[src/core/cpu_timing_pkg.sv]
package cpu_timing_pkg;

    // ****************************************
    // Widths
    // ****************************************
    localparam int CNT_W = 4;
    localparam int COST_W = 2;
    localparam int TOTAL_W = 9;

    // ****************************************
    // State cost of one cycle, by access location
    // ****************************************
    localparam logic [COST_W-1:0] COST_FETCH_MEM = 2'h2;
    localparam logic [COST_W-1:0] COST_BRANCH_MEM = 2'h2;
    localparam logic [COST_W-1:0] COST_STACK_MEM = 2'h2;
    localparam logic [COST_W-1:0] COST_DATA_MEM = 2'h2;
    localparam logic [COST_W-1:0] COST_PERIPH_FAST = 2'h2;
    localparam logic [COST_W-1:0] COST_PERIPH_SLOW = 2'h3;
    localparam logic [COST_W-1:0] COST_INTERNAL = 2'h1;

    // ****************************************
    // Cycle counts used by the decode table
    // ****************************************
    localparam logic [CNT_W-1:0] CNT_ZERO = 4'h0;
    localparam logic [CNT_W-1:0] CNT_ONE = 4'h1;
    localparam logic [CNT_W-1:0] CNT_TWO = 4'h2;
    localparam logic [CNT_W-1:0] CNT_THREE = 4'h3;

    typedef enum logic [4:0] {
        add_b_imm,
        add_b_reg,
        add_w_imm,
        add_w_reg,
        add_l_imm,
        add_l_reg,
        address_add_small_const,
        add_with_carry_in_imm,
        add_with_carry_in_reg,
        and_b_imm,
        and_b_reg,
        and_w_imm,
        and_w_reg,
        and_l_imm,
        and_l_reg,
        and_to_condition_code,
        bit_and_carry_reg,
        bit_and_carry_indirect,
        bit_and_carry_abs8,
        branch_disp8
    } instr_e;

    typedef struct packed {
        logic [CNT_W-1:0] fetch;
        logic [CNT_W-1:0] branch_read;
        logic [CNT_W-1:0] stack;
        logic [CNT_W-1:0] byte_data;
        logic [CNT_W-1:0] word_data;
        logic [CNT_W-1:0] internal;
    } cycle_counts_s;

    typedef struct packed {
        logic data_periph;
        logic periph_slow;
    } access_loc_s;

    typedef struct packed {
        instr_e kind;
        access_loc_s loc;
    } issue_s;

endpackage

[src/core/exec_state_timer.sv]
// Notes on behaviour
// [RULE1] Total states = sum of count times cost
// [RULE2] Six fixed cycle counts per instruction
// [RULE3] Fetch and RAM byte access: 2 states
// [RULE4] Branch read and stack: 2 states
// [RULE5] Peripheral byte access: 2 or 3 states
// [RULE6] Add fetches: 1, 2 or 3
// [RULE7] AND fetches: 1, 2, 3; long register 2
// [RULE8] Bit-AND carry: memory forms two fetches and one byte access
// [RULE9] Short branches: exactly two fetches only
// [RULE10] Counter holds instruction until total elapses
// [RULE11] Internal one state; small ops one fetch
module exec_state_timer (
    input wire logic clock_i,
    input wire logic rst_n_i,
    input wire logic issue_valid_i,
    input wire cpu_timing_pkg::issue_s issue_i,
    output logic issue_ready_o,
    output logic busy_o,
    output logic done_o,
    output cpu_timing_pkg::cycle_counts_s counts_o,
    output logic [cpu_timing_pkg::TOTAL_W-1:0] total_o,
    output logic [cpu_timing_pkg::TOTAL_W-1:0] elapsed_o
);
    import cpu_timing_pkg::*;

    typedef enum logic {idle, running} phase_e;

    phase_e phase;
    cycle_counts_s next_counts;
    logic [TOTAL_W-1:0] next_total;
    logic accept;
    logic last_state;

    // ****************************************
    // Cycle-count decode
    // ****************************************
    always_comb begin
        next_counts = '0; // [RULE2]
        next_counts.fetch = CNT_ONE;
        unique case (issue_i.kind)
            add_b_imm, add_b_reg, add_w_reg, add_l_reg: begin
                next_counts.fetch = CNT_ONE; // [RULE6]
            end
            add_w_imm: begin
                next_counts.fetch = CNT_TWO; // [RULE6]
            end
            add_l_imm: begin
                next_counts.fetch = CNT_THREE; // [RULE6]
            end
            address_add_small_const, add_with_carry_in_imm, add_with_carry_in_reg, and_to_condition_code: begin
                next_counts.fetch = CNT_ONE; // [RULE11]
            end
            and_b_imm, and_b_reg, and_w_reg: begin
                next_counts.fetch = CNT_ONE; // [RULE7]
            end
            and_w_imm, and_l_reg: begin
                next_counts.fetch = CNT_TWO; // [RULE7]
            end
            and_l_imm: begin
                next_counts.fetch = CNT_THREE; // [RULE7]
            end
            bit_and_carry_reg: begin
                next_counts.fetch = CNT_ONE; // [RULE8]
            end
            bit_and_carry_indirect, bit_and_carry_abs8: begin
                next_counts.fetch = CNT_TWO; // [RULE8]
                next_counts.byte_data = CNT_ONE;
            end
            branch_disp8: begin
                // Same cost taken or not: no condition input needed
                next_counts.fetch = CNT_TWO; // [RULE9]
            end
            default: begin
                // Unknown class: charge one fetch rather than stall the core
                next_counts.fetch = CNT_ONE;
            end
        endcase
    end

    state_cost_calc cost_calc (
        .counts_i(next_counts),
        .loc_i(issue_i.loc),
        .total_o(next_total)
    );

    // ****************************************
    // Issue handshake and state counting
    // ****************************************
    assign issue_ready_o = (phase == idle);
    assign accept = issue_valid_i && issue_ready_o;
    assign last_state = (elapsed_o == total_o);
    assign busy_o = (phase == running);

    always_ff @(posedge clock_i or negedge rst_n_i) begin
        if (!rst_n_i) begin
            phase <= idle;
        end else if (accept) begin
            phase <= running;
        end else if (phase == running && last_state) begin
            phase <= idle; // [RULE10]
        end
    end

    always_ff @(posedge clock_i or negedge rst_n_i) begin
        if (!rst_n_i) begin
            elapsed_o <= '0;
        end else if (accept) begin
            elapsed_o <= TOTAL_W'(1);
        end else if (phase == running && !last_state) begin
            elapsed_o <= elapsed_o + TOTAL_W'(1); // [RULE10]
        end
    end

    always_ff @(posedge clock_i or negedge rst_n_i) begin
        if (!rst_n_i) begin
            total_o <= '0;
            counts_o <= '0;
        end else if (accept) begin
            total_o <= next_total; // [RULE1]
            counts_o <= next_counts;
        end
    end

    always_ff @(posedge clock_i or negedge rst_n_i) begin
        if (!rst_n_i) begin
            done_o <= 1'b0;
        end else begin
            done_o <= (phase == running) && last_state; // [RULE10]
        end
    end

    // ****************************************
    // Checks
    // ****************************************
    logic [TOTAL_W-1:0] gap;
    logic [TOTAL_W-1:0] prev_total;
    logic seen_one;

    always_ff @(posedge clock_i or negedge rst_n_i) begin
        if (!rst_n_i) begin
            gap <= '0;
            prev_total <= '0;
            seen_one <= 1'b0;
        end else if (accept) begin
            gap <= TOTAL_W'(1);
            prev_total <= next_total;
            seen_one <= 1'b1;
        end else if (gap != '1) begin
            gap <= gap + TOTAL_W'(1);
        end
    end

    // Done cycle sits between runs, so back to back issue is total + 1 edges apart
    a_issue_spacing: assert property (@(posedge clock_i) disable iff (!rst_n_i) // [RULE10]
        accept && seen_one |-> gap > prev_total)
        else $error("instruction issued before its states elapsed");
    a_idle_next_cycle: assert property (@(posedge clock_i) disable iff (!rst_n_i) // [RULE10]
        busy_o && last_state |=> issue_ready_o && done_o)
        else $error("timer did not release after last state");
    a_memory_sum: assert property (@(posedge clock_i) disable iff (!rst_n_i) // [RULE1]
        accept && !issue_i.loc.data_periph |=> total_o == 2 * (counts_o.fetch + counts_o.byte_data
            + counts_o.word_data + counts_o.branch_read + counts_o.stack) + counts_o.internal)
        else $error("on-chip memory total mismatch");
    a_no_other_cycles: assert property (@(posedge clock_i) disable iff (!rst_n_i) // [RULE2]
        busy_o |-> counts_o.branch_read == 0 && counts_o.stack == 0 && counts_o.word_data == 0)
        else $error("unexpected cycle type counted");
    a_byte_add_two: assert property (@(posedge clock_i) disable iff (!rst_n_i) // [RULE3]
        accept && issue_i.kind == add_b_imm |=> total_o == 2 ##2 done_o)
        else $error("byte add not two states");
    a_periph_slow: assert property (@(posedge clock_i) disable iff (!rst_n_i) // [RULE5]
        accept && issue_i.kind == bit_and_carry_indirect && issue_i.loc.data_periph
        |=> total_o == ($past(issue_i.loc.periph_slow) ? 7 : 6))
        else $error("peripheral byte access cost wrong");
    a_add_long_imm: assert property (@(posedge clock_i) disable iff (!rst_n_i) // [RULE6]
        accept && issue_i.kind == add_l_imm |=> counts_o.fetch == 3 && total_o == 6)
        else $error("long immediate add wrong");
    a_and_long_reg: assert property (@(posedge clock_i) disable iff (!rst_n_i) // [RULE7]
        accept && issue_i.kind == and_l_reg |=> total_o == 4 [*4] ##1 done_o)
        else $error("long register AND wrong");
    a_bit_and_mem: assert property (@(posedge clock_i) disable iff (!rst_n_i) // [RULE8]
        accept && issue_i.kind == bit_and_carry_abs8 && !issue_i.loc.data_periph
        |=> counts_o.byte_data == 1 && total_o == 6)
        else $error("bit AND memory form wrong");
    a_branch_short: assert property (@(posedge clock_i) disable iff (!rst_n_i) // [RULE9]
        accept && issue_i.kind == branch_disp8 |=> busy_o [*4] ##1 done_o)
        else $error("short branch not four states");
    a_cond_code_and: assert property (@(posedge clock_i) disable iff (!rst_n_i) // [RULE11]
        accept && issue_i.kind == and_to_condition_code |=> total_o == 2 && counts_o.internal == 0)
        else $error("condition code AND wrong");
    a_slow_abs8: assert property (@(posedge clock_i) disable iff (!rst_n_i) // [RULE5]
        accept && issue_i.kind == bit_and_carry_abs8 && issue_i.loc.data_periph && issue_i.loc.periph_slow
        |=> total_o == 7)
        else $error("slow peripheral bit AND not seven states");
    a_branch_fetch_only: assert property (@(posedge clock_i) disable iff (!rst_n_i) // [RULE9]
        accept && issue_i.kind == branch_disp8 |=> counts_o.fetch == 2 && counts_o.byte_data == 0
            && counts_o.internal == 0)
        else $error("short branch counted other cycles");
    a_start_count: assert property (@(posedge clock_i) disable iff (!rst_n_i) // [RULE10]
        accept |=> busy_o && elapsed_o == 1)
        else $error("state count did not start at one");
    a_elapsed_bound: assert property (@(posedge clock_i) disable iff (!rst_n_i) // [RULE10]
        busy_o |-> elapsed_o >= 1 && elapsed_o <= total_o)
        else $error("state count out of range");
    a_totals_held: assert property (@(posedge clock_i) disable iff (!rst_n_i) // [RULE10]
        busy_o |=> $stable(total_o) && $stable(counts_o))
        else $error("totals changed while running");
    a_done_single: assert property (@(posedge clock_i) disable iff (!rst_n_i) // [RULE10]
        done_o |=> !done_o)
        else $error("done longer than one cycle");

    // ****************************************
    // Scenario covers
    // ****************************************
    c_branch: cover property (@(posedge clock_i) disable iff (!rst_n_i)
        accept && issue_i.kind == branch_disp8);
    c_slow_periph: cover property (@(posedge clock_i) disable iff (!rst_n_i)
        accept && issue_i.loc.data_periph && issue_i.loc.periph_slow && issue_i.kind == bit_and_carry_indirect);
    c_back_to_back: cover property (@(posedge clock_i) disable iff (!rst_n_i)
        done_o && accept);
    c_refused_offer: cover property (@(posedge clock_i) disable iff (!rst_n_i)
        issue_valid_i && busy_o);
    c_fast_periph: cover property (@(posedge clock_i) disable iff (!rst_n_i)
        accept && issue_i.loc.data_periph && !issue_i.loc.periph_slow && issue_i.kind == bit_and_carry_abs8);

endmodule

[src/core/state_cost_calc.sv]
module state_cost_calc (
    input wire cpu_timing_pkg::cycle_counts_s counts_i,
    input wire cpu_timing_pkg::access_loc_s loc_i,
    output logic [cpu_timing_pkg::TOTAL_W-1:0] total_o
);
    import cpu_timing_pkg::*;

    logic [COST_W-1:0] data_cost;

    // Peripheral data cost depends on which module is addressed
    assign data_cost = !loc_i.data_periph ? COST_DATA_MEM :
                       (loc_i.periph_slow ? COST_PERIPH_SLOW : COST_PERIPH_FAST); // [RULE5]

    // Weighted sum over the six cycle types
    assign total_o = TOTAL_W'(counts_i.fetch) * TOTAL_W'(COST_FETCH_MEM)
                   + TOTAL_W'(counts_i.branch_read) * TOTAL_W'(COST_BRANCH_MEM)
                   + TOTAL_W'(counts_i.stack) * TOTAL_W'(COST_STACK_MEM)
                   + TOTAL_W'(counts_i.byte_data) * TOTAL_W'(data_cost)
                   + TOTAL_W'(counts_i.word_data) * TOTAL_W'(data_cost)
                   + TOTAL_W'(counts_i.internal) * TOTAL_W'(COST_INTERNAL); // [RULE1] [RULE3] [RULE4]

endmodule

[config.mk]
export PLATFORM = sky130hd
export DESIGN_NAME = exec_state_timer
export DESIGN_NICKNAME = d
export VERILOG_FILES = /design/src/core/cpu_timing_pkg.sv /design/src/core/exec_state_timer.sv /design/src/core/state_cost_calc.sv
export SDC_FILE = /design/constraint.sdc
export NUM_CORES = 1
export LEC_CHECK = 0
export BUFFER_PORTS_ARGS = -buffer_cell sky130_fd_sc_hd__buf_2
export CORE_MARGIN = 10
export CORE_UTILIZATION = 35
export DETAILED_ROUTE_END_ITERATION = 8
export PLACE_DENSITY_LB_ADDON = 0.08
export RECOVER_POWER = 25
export SETUP_SLACK_MARGIN = 0.15
export SYNTH_ARGS = -nofsm -noshare
export SYNTH_HDL_FRONTEND = slang
export SYNTH_SLANG_ARGS = --single-unit
[constraint.sdc]
create_clock -name clock_i -period 2 [get_ports clock_i]
set_clock_uncertainty 0.2 [all_clocks]
set_input_delay 0.4 -clock clock_i [delete_from_list [all_inputs] [get_ports clock_i]]
set_output_delay 0.4 -clock clock_i [all_outputs]
set_load 0.02 [all_outputs]
; ---- Yosys cells after proc, flatten, opt, wreduce, memory -nomap -nowiden
; Cells that the tools add are included.
[word_totals]
out_inout_bits = 45
reg_bits = 28
[op_classes]
n_mux = 8
n_mul = 1
reduce_logical = 9
eq_ne = 9
n_addsub = 2
n_bitwise = 1
[op_table]
columns = operator, count
row1 = 9-bit 2-to-1 mux, 2
row2 = "5-bit by 4-bit equality test with 1-bit output, second input constant", 3
row3 = "5-bit equality test, second input constant", 3
row4 = "9-bit by 1-bit adder with 9-bit output, second input constant", 1
row5 = 9-bit equality test, 1
row6 = 3-bit by 6-bit adder with 7-bit output, 1
row7 = 6-bit OR reduction, 1
row8 = "5-bit by 2-bit equality test with 1-bit output, second input constant", 1
row9 = "5-bit by 3-bit equality test with 1-bit output, second input constant", 1
row10 = 1-bit 2-to-1 mux, 4
row11 = 2-bit one-hot mux with 2 select lines, 1
row12 = 2-bit nonzero test, 2
row13 = 2-bit OR reduction, 2
row14 = 1-bit logical AND, 3
row15 = 1-bit by 2-bit multiplier with 3-bit output, 1
row16 = 2-bit 2-to-1 mux, 1
row17 = 1-bit logical NOT, 1
row18 = 1-bit inverter, 1

; ---- Logic depth before layout (Yosys ltp)
; Gate-level depths: netlist (run 1).
[depth]
depth_word = 5
ltp_mapped = 7
ltp_nobuf = 6

; ---- Hierarchy
; From an unflattened synthesis (run 1), not the netlist that was laid out.
[unflattened]
hier_cells = 244
hier_area_um2 = 2401.1
[by_module_without_submodules]
columns = module, cells_each, area_per_inst_um2, seq_area_each_um2, n_inst
row1 = exec_state_timer, 137, 1437.6, 575.6, 1
row2 = state_cost_calc, 107, 963.4, 0.0, 1

; ---- Worst setup path after synthesis (run 1)
; OpenSTA, ideal clock, no wires.
[synth_path]
path_type = input to register
start = input port issue_i[2] (netlist name)
end = register total_o[2] (netlist name)
required_ps = 1675
setup_time_ps = 125
stages = 7
t_arrival_ps = 1734
n_path_buf = 1
slack_ps = -58
path_cell_list = buf_2 > xnor2_1 > or4_1 > inv_1 > ha_1 > ha_1 > mux2_2
[synth_rtl]
columns = item, line
row1 = start: declaration, exec_state_timer.sv:17  ; input wire cpu_timing_pkg::issue_s issue_i,
row2 = end signal: assignment, exec_state_timer.sv:120  ; total_o <= next_total;
row3 = end: declaration, exec_state_timer.sv:22  ; output logic [cpu_timing_pkg::TOTAL_W-1:0] total_o,

==> reports/results.ini, run 1 <==
[logic_synthesis]
ys_types = 38
yosysTopAreaCellShare_pct = 36.0
synth_area_sq_um = 1250
async_flop_share_pct = 100
yosys-mux-area-fraction_pct = 5.31
synth_most_common_cell = buf_4
synthCells = 137
synth_edf_count = 0
synth_top_family_by_area = buffers and inverters
synthXorXnorAreaFrac_pct = 4.90
synth_area_leader_cell = dfrtp_1
synth_ff_type = dfrtp_1
synth_compound_area_share_pct = 15.4
ys_top_cells_by_count = buf_4, dfrtp_1, nand2_1
ys_seq_area_share_pct = 36.0
synth-seq-cells = 18
yosysWarnings = 0
synthAdderAreaFrac_pct = 3.00
syn_area_per_cell_sq_um = 9.12
yosys.area_share.simple_pct = 15.3
synthTopCellsByArea = dfrtp_1, buf_4, nand2_1, mux2_2, xnor2_1

[detailed_routing]
drc = 0
routed_wl_um = 3160
wl_per_cell_um = 14.1
dr.first_iter.drc_count = 17
detail-route-antenna-nets = 0
vias = 1033
first_pass_iters = 4
vias_per_cell = 4.61

[global_routing]
grt_pass1_vias = 1099
antenna_found_initial = 0
grt_max_degree = 19
grt_overflow = 0
grt_pass1_wl_um = 5230
grt_usage_pct = 10.0

[setup_path]
crit_arrival_ns = 1.77
cp_max_fo = 6
cp.required_ns = 1.99
reg2regPathDepth = 4
worstPathCellList = buf_2 -> xnor2_1 -> or4_1 -> inv_1 -> ha_1 -> ha_1 -> mux2_2
path_class = in -> reg
cpMostUsedCell = ha_1
critPathMaxStageDelay_ns = 0.42
r2r_slack_ns = 0.27
cpMaxStageDelayCell = or4_1
endpoint_kind = flop
critPathLaunchType = input pin

[place]
preCtsSetupSlack_ns = -0.110
dp_hpwl_um = 2570
portBuffers = 28
post_dp_cell_area_sq_um = 1420
gp_congestion = 0.747

[clock_network]
cts_tree = built
clock-sinks = 18
cts-buffers-inserted = 3
clkTransAtPathRegs_ns = 0.11
htree_levels = 1
clk_latency_ns = 0.30
cts_buffer_depth = 2
cts-root-buf = clkbuf_4

[layout]
final_area_sq_um = 1490
diodes = 0
fin_nets = 192
drive_gt1_share_pct = 32.6
regArea_sq_um = 452
syn_to_final_growth_pct = 19.2
multi_input_area_sq_um = 668
num-fill-cells = 360

[die]
dieWidth_um = 79.8
row_count = 21
io_pins = 55
core_sq_um = 3390
fp.dieH_um = 79.8
initial_core_util_pct = 36.9
die_area_sq_um = 6360

[sta]
fin_crit_ns = 1.78
tightest_slew_ns = 0.993
fin_crit_sh_pct = 89.1
final_max_slew_viol_count = 0
rsz0062_at_grt = no
worst_hold_slack_ns = 0.130
fmax_mhz = 561
max_slew_margin_pct = 33.8
setup_viol = 0
hold_viol = 0
setup_ws_ns = 0.217
setup_tns_ns = 0

[power]
leakagePower_nw = 0.744
p_seq_share_pct = 29.1
irDropWorstVdd_mv = 0.602
p_sw_share_pct = 46.1
power_frac_clock_pct = 11.3
p_sw_w = 0.000937
powerDensity_nw_per_um2 = 1360
p_int_w = 0.00110
comb_power_share_pct = 59.6

[run]
drv_cap = 0

[worst_hold_path]
hp-class = in -> reg
hold_path_depth = 3

[status]
status = finished, final reports clean

registers in the layout, indices dropped and copies added, names as in the netlist:
register / cells
busy_o: 1
counts_o: 3
done_o: 1
elapsed_o: 9
total_o: 4
per-layer routing:
metal  up-vias  track usage [%]  wire [um]
li1        512                -          -
met1       481             11.4       1390
met4         0             1.06          9
met5         -                0          0
met3         2             5.29        314
met2        38             16.7       1450
cell families (layout without fill, tap and decap cells):
group,Yosys count,after routing
adder cells (fa/ha/maj),3,3
XOR/XNOR,7,7
multiplexers,6,6
other,1,26
AO/OA/AOI/OAI,26,26
flip-flops,18,18
buffers and inverters,37,53
AND/OR/NAND/NOR,39,39
worst paths after layout:
| kind | endpoint | startpoint |
|---|---|---|
| worst max-delay path | total_o[2] | issue_i[2] |
| worst min-delay path | total_o[0] | issue_i[0] |
| worst max register to register | elapsed_o[1] | total_o[0] |
| worst min register to register | counts_o[8] | counts_o[8] |
| max in group asynchronous | busy_o | rst_n_i |
| min in group asynchronous | elapsed_o[8] | rst_n_i |
placed cells by master, fill, tap and decap left out, types with 4 or more instances in the layout:
| cell type | synthesis | routed |
|---|---|---|
| xnor2_1 | 5 | 5 |
| mux2_2 | 5 | 5 |
| nor3_1 | 8 | 8 |
| a21oi_1 | 4 | 4 |
| nand2_1 | 16 | 16 |
| conb_1 | 1 | 26 |
| buf_2 | 2 | 27 |
| buf_4 | 26 | 14 |
| nor2_1 | 4 | 4 |
| inv_1 | 5 | 5 |
| dfrtp_1 | 18 | 17 |
critical path: cells and delay by family:
family | cells | cell delay, ns
adders and majority gates | 2 | 0.34
xor gates and xnor gates | 1 | 0.13
muxes | 1 | 0.26
and+or+nand+nor | 1 | 0.42
buffers and inverters | 2 | 0.22
through the flow:
step	cells	utilization (%)	total power, W
floorplan	162	-	0.00143
global placement	218	41.7	0.00179
detailed placement	218	41.7	0.00180
CTS	223	43.2	0.00205
global route	224	44.0	0.00223
finish	224	44.0	0.00203
cell type report:
cell class	instances	area share, %
repair buffers	43	17.0
multi-input cells	107	44.8
well taps	46	3.86
clock buffers	4	2.43
inverters	6	1.51
flip-flops and latches	18	30.3
power by group through the flow:
| stage | registers (W) | clock network [W] | logic, W |
|---|---|---|---|
| after detailed placement | 0.000613 | 0 | 0.00119 |
| after global routing | 0.000616 | 0.000254 | 0.00136 |
| final | 0.000592 | 0.000230 | 0.00121 |
| after floorplan | 0.000760 | 0 | 0.000671 |
| after CTS | 0.000608 | 0.000243 | 0.00120 |
| after global placement | 0.000611 | 0 | 0.00118 |
what timing repair did:
action | in CTS | in global routing
hold buffers | 1 | 0
pin swaps | 0 | 1
endpoints found under the hold margin | 18 | 0
setup buffers | 0 | 1
setup endpoints to repair | 1 | 3
resized for setup | 1 | 4
Power figures use the tool's default switching activity.
==> inputs of run 2 (changes only) <==
--- a/config.mk
+++ b/config.mk
@@ -7,8 +7,9 @@
 export LEC_CHECK = 0
 export BUFFER_PORTS_ARGS = -buffer_cell sky130_fd_sc_hd__buf_2
 export CORE_MARGIN = 10
-export CORE_UTILIZATION = 35
+export CORE_UTILIZATION = 50
 export DETAILED_ROUTE_END_ITERATION = 8
+export HOLD_SLACK_MARGIN = 0.1
 export PLACE_DENSITY_LB_ADDON = 0.08
 export RECOVER_POWER = 25
 export SETUP_SLACK_MARGIN = 0.15
==> constraint.sdc (replaced) <==
create_clock -name clock_i -period 2.1 [get_ports clock_i]
set_clock_uncertainty 0.2 [all_clocks]
set_input_delay 0.42 -clock clock_i [delete_from_list [all_inputs] [get_ports clock_i]]
set_output_delay 0.42 -clock clock_i [all_outputs]
set_load 0.02 [all_outputs]
==> reports/results.ini, run 2 (synthesis gave the netlist of run 1 again) <==
[layout]
diodes = 0
final_area_sq_um = 1410
syn_to_final_growth_pct = 12.5
fin_nets = 188
largestRegisters = elapsed_o: 9 flops, total_o: 4 flops, counts_o: 3 flops
regMostFlops = elapsed_o
final_common_cell = buf_2
largest_register_ffs = 9
mostFrequentLayoutCells = buf_2, conb_1, dfrtp_1
drive_gt1_share_pct = 28.9

[global_routing]
grt_usage_pct = 11.5
grt_pass1_vias = 1101
grt_pass1_wl_um = 4890
grt_max_degree = 19
antenna_found_initial = 0
grt_overflow = 0

[power]
p_sw_w = 0.000864
fin_total_pwr_w = 0.00182
leakagePower_nw = 0.715
power_frac_clock_pct = 9.2
p_sw_share_pct = 47.4
irDropWorstVdd_mv = 0.735
p_seq_share_pct = 33.5
comb_power_share_pct = 57.3
powerDensity_nw_per_um2 = 1300
p_int_w = 0.000959

[die]
io_pins = 55
row_count = 18
dieWidth_um = 70
initial_core_util_pct = 51.4
fp.dieH_um = 70
core_sq_um = 2430
die_area_sq_um = 4900

[setup_path]
cp-startpoint = issue_i[2]
r2r_end = elapsed_o[1]
critPathBufInv = 2
reg2regPathDepth = 4
path_depth = 7
cp_max_fo = 6
worstPathCellList = buf_2 -> xnor2_1 -> or4_1 -> inv_1 -> ha_1 -> ha_1 -> mux2_2
path_class = in -> reg
r2r_slack_ns = 0.29
cp.required_ns = 2.08
cpMaxStageDelayCell = or4_1
crit_arrival_ns = 1.80
critPathLaunchType = input pin
critical_path.endpoint = total_o[2]
cpLargestDelayFamily = simple AND/OR/NAND/NOR gates
r2r_start = elapsed_o[2]
critPathMaxStageDelay_ns = 0.42
cpMostUsedCell = ha_1
endpoint_kind = flop

[place]
gp_congestion = 0.801
portBuffers = 28
dp_hpwl_um = 2390
post_dp_cell_area_sq_um = 1360

[clock_network]
htree_levels = 1
cts_buffer_depth = 2
cts_tree = built
clk_latency_ns = 0.29
clkTransAtPathRegs_ns = 0.10
cts-buffers-inserted = 3
cts-root-buf = clkbuf_4
clock-sinks = 18

[sta]
setup_viol = 0
fmax_mhz = 550
tightest_slew_ns = 0.987
rsz0062_at_grt = no
setup_tns_ns = 0
fin_crit_sh_pct = 86.6
hold_viol = 0
max_slew_margin_pct = 34.2
fin_crit_ns = 1.82
final_max_slew_viol_count = 0

[status]
status = finished, final reports clean

[detailed_routing]
routed_wl_um = 2890
first_pass_iters = 3
dr.first_iter.drc_count = 52
vias = 1016
wl_per_cell_um = 14.2
drc = 0
vias_per_cell = 5.00
detail-route-antenna-nets = 0

[worst_hold_path]
hp-class = in -> reg

[run]
drv_cap = 0

## run 2: timing repair
item / 4_1_cts / 5_1_grt
endpoints found under the setup margin: 1 / 2
gates resized for setup: 1 / 1
setup buffers: 0 / 2
pin swaps: 0 / 0
hold buffers: 1 / 0
endpoints found under the hold margin: 18 / 0
## run 2: worst register-to-register path: cells and delay by family (launching register included)
kind | cells | cell delay [ns]
flops | 1 | 0.48
compound gates | 2 | 0.45
xor+xnor | 1 | 0.24
simple gates | 1 | 0.34
## run 2: worst min path at each step
stage,from,to,slack [ns],cells past startpoint
final,issue_i[0],total_o[0],0.17,3
after detailed placement,rst_n_i,elapsed_o[3],0.17,1
after floorplan,rst_n_i,busy_o,-0.08,0
after global placement,rst_n_i,elapsed_o[3],0.18,1
after global routing,issue_i[1],total_o[0],0.18,3
after CTS,issue_i[0],total_o[0],0.17,3
## run 2: power groups by stage
stage	Sequential (W)	Clock [W]	Combinational [W]
6_report	0.000610	0.000168	0.00104
4_1_cts	0.000616	0.000175	0.00102
5_1_grt	0.000631	0.000188	0.00116
3_3_place_gp	0.000618	0	0.000997
3_5_place_dp	0.000621	0	0.00101
2_1_floorplan	0.000724	0	0.000637
## run 2: through the flow
stage,worst slack [ns],utilization [%],hold slack [ns],instances
floorplan,0.0215,-,-0.0756,162
global placement,0.00949,55.8,0.176,197
detailed placement,-0.0265,55.8,0.174,197
CTS,0.232,57.2,0.168,201
global route,0.198,57.8,0.176,203
finish,0.282,57.8,0.173,203
## run 2: layout make-up
| cell class | count | area, sq um |
|---|---|---|
| clock buffers | 3 | 22.5 |
| fillers | 238 | 1030 |
| inverters | 6 | 22.5 |
| multi-input cells | 107 | 648 |
| flip-flops and latches | 18 | 452 |
| well taps | 30 | 37.5 |
| repair buffers | 39 | 224 |
## run 2: metal layers
layer  wire length (um)  GRT usage, %  vias to the layer above
met5                  0             0                        -
met2               1400          19.8                       31
li1                   -             -                      503
met3                241          4.66                        2
met1               1220          12.7                      480
met4                 19          2.63                        0
==> inputs of run 3 (changes only) <==
--- a/config.mk
+++ b/config.mk
@@ -9,6 +9,7 @@
 export CORE_MARGIN = 10
 export CORE_UTILIZATION = 50
 export DETAILED_ROUTE_END_ITERATION = 8
+export GPL_TIMING_DRIVEN = 0
 export HOLD_SLACK_MARGIN = 0.1
 export PLACE_DENSITY_LB_ADDON = 0.08
 export RECOVER_POWER = 25
==> reports/results.ini, run 3 (synthesis gave the netlist of run 1 again) <==
[detailed_routing]
detail-route-antenna-nets = 0
vias_per_cell = 4.81
vias = 1078
dr.first_iter.drc_count = 22
wl_per_cell_um = 13.2
drc = 0
first_pass_iters = 4
routed_wl_um = 2950

[die]
dieWidth_um = 70
fp.dieH_um = 70
io_pins = 55
row_count = 18
die_area_sq_um = 4900
initial_core_util_pct = 51.4
core_sq_um = 2430

[sta]
setup_viol = 0
fin_crit_sh_pct = 88.3
fmax_mhz = 539
hold_viol = 0
tightest_slew_ns = 0.966
worst_hold_slack_ns = 0.147
final_max_slew_viol_count = 0
setup_ws_ns = 0.246
max_slew_margin_pct = 35.6
fin_crit_ns = 1.85
rsz0062_at_grt = no

[run]
drv_cap = 0

[layout]
syn_to_final_growth_pct = 25.6
multi_input_area_sq_um = 654
num-fill-cells = 219
drive_gt1_share_pct = 35.6
mostFrequentLayoutCells = buf_2, buf_4, conb_1
final_cells = 224
regMostFlops = elapsed_o
regArea_sq_um = 450
largest_register_ffs = 9
final_common_cell = buf_2
diodes = 0
fin_nets = 208
largestRegisters = elapsed_o: 9 flops, total_o: 4 flops, counts_o: 3 flops

[global_routing]
grt_overflow = 0
grt_pass1_wl_um = 4760
grtUsageMet3_pct = 5.37
grt_max_degree = 19
grtUsageMet1_pct = 12.6
busiest_layer = met2
grt_usage_pct = 11.4
antenna_found_initial = 0
groute.layer.met2.usage_pct = 19.1
grt_pass1_vias = 1028

[worst_hold_path]
hold_path_depth = 3
min_from = issue_i[0]
min_to = total_o[0]
hp-class = in -> reg

[clock_network]
clk_latency_ns = 0.31
clkTransAtPathRegs_ns = 0.11
cts-root-buf = clkbuf_4
cts_tree = built
cts_buffer_depth = 2
cts-buffers-inserted = 3
htree_levels = 1
clock-sinks = 18
post_cts_buffers = 0

[setup_path]
crit_arrival_ns = 1.85
cp.required_ns = 2.09
critPathLaunchType = input pin
r2r_slack_ns = 0.30
cp_max_fo = 6
path_class = in -> reg
r2r_end = elapsed_o[1]
reg2regPathDepth = 6
endpoint_kind = flop
r2r_start = elapsed_o[2]

[place]
dp_hpwl_um = 2360
portBuffers = 27
gp_congestion = 0.845
preCtsSetupSlack_ns = -0.0700
place_inst = 219

[power]
fin_total_pwr_w = 0.00189
irDropWorstVdd_mv = 0.914
powerDensity_nw_per_um2 = 1200
leakagePower_nw = 0.837

[status]
status = finished, final reports clean

-- run 3: critical path, stage by stage --
cell     delay [ns]
buf_2          0.14
xnor2_1        0.13
or4_1          0.45
inv_1          0.09
ha_1           0.14
ha_1           0.22
mux2_2         0.26
-- run 3: worst max-delay path by stage --
stage,start,end,slack [ns],depth (start not counted)
5_1_grt,busy_o,elapsed_o[7],0.19,4
3_3_place_gp,issue_i[2],total_o[2],-0.05,7
3_5_place_dp,issue_i[6],total_o[2],-0.07,7
6_report,issue_i[2],total_o[2],0.25,7
2_1_floorplan,issue_i[2],total_o[2],0.02,7
4_1_cts,elapsed_o[5],elapsed_o[1],0.23,5
-- run 3: where the power goes --
group	leakage [nW]	switching, W	internal, W
combinational	0.586	0.000636	0.000432
clock	0.0210	0.000113	0.000106
sequential	0.229	0.000135	0.000466
total	0.837	0.000884	0.00100
-- run 3: final cells by class --
class                   count  share of cell area [%]
flip-flops and latches     18                    28.7
clock buffers               4                    2.31
multi-input cells         107                    41.7
repair buffers             28                    9.16
plain buffers              31                    14.3
well taps                  30                    2.39
inverters                   6                    1.43
-- run 3: per-layer routing --
metal	wire length [um]	up-vias	part of all wire, %
li1	-	547	-
met1	1220	496	41
met2	1480	32	50
met3	230	3	7.8
met4	21	0	0.71
met5	0	-	0
-- run 3: repair_timing --
action,in CTS,in global routing
gates resized for setup,0,3
endpoints found under the setup margin,0,1
hold buffers,1,0
endpoints found under the hold margin,18,0
-- run 3: through the flow --
step	utilization [%]	area (sq um)	TNS [ns]
after floorplan	-	1340	0
after global placement	62.3	1520	-0.0525
after detailed placement	62.3	1520	-0.0700
after CTS	64.2	1560	0
after global routing	64.6	1570	0
final	64.6	1570	0
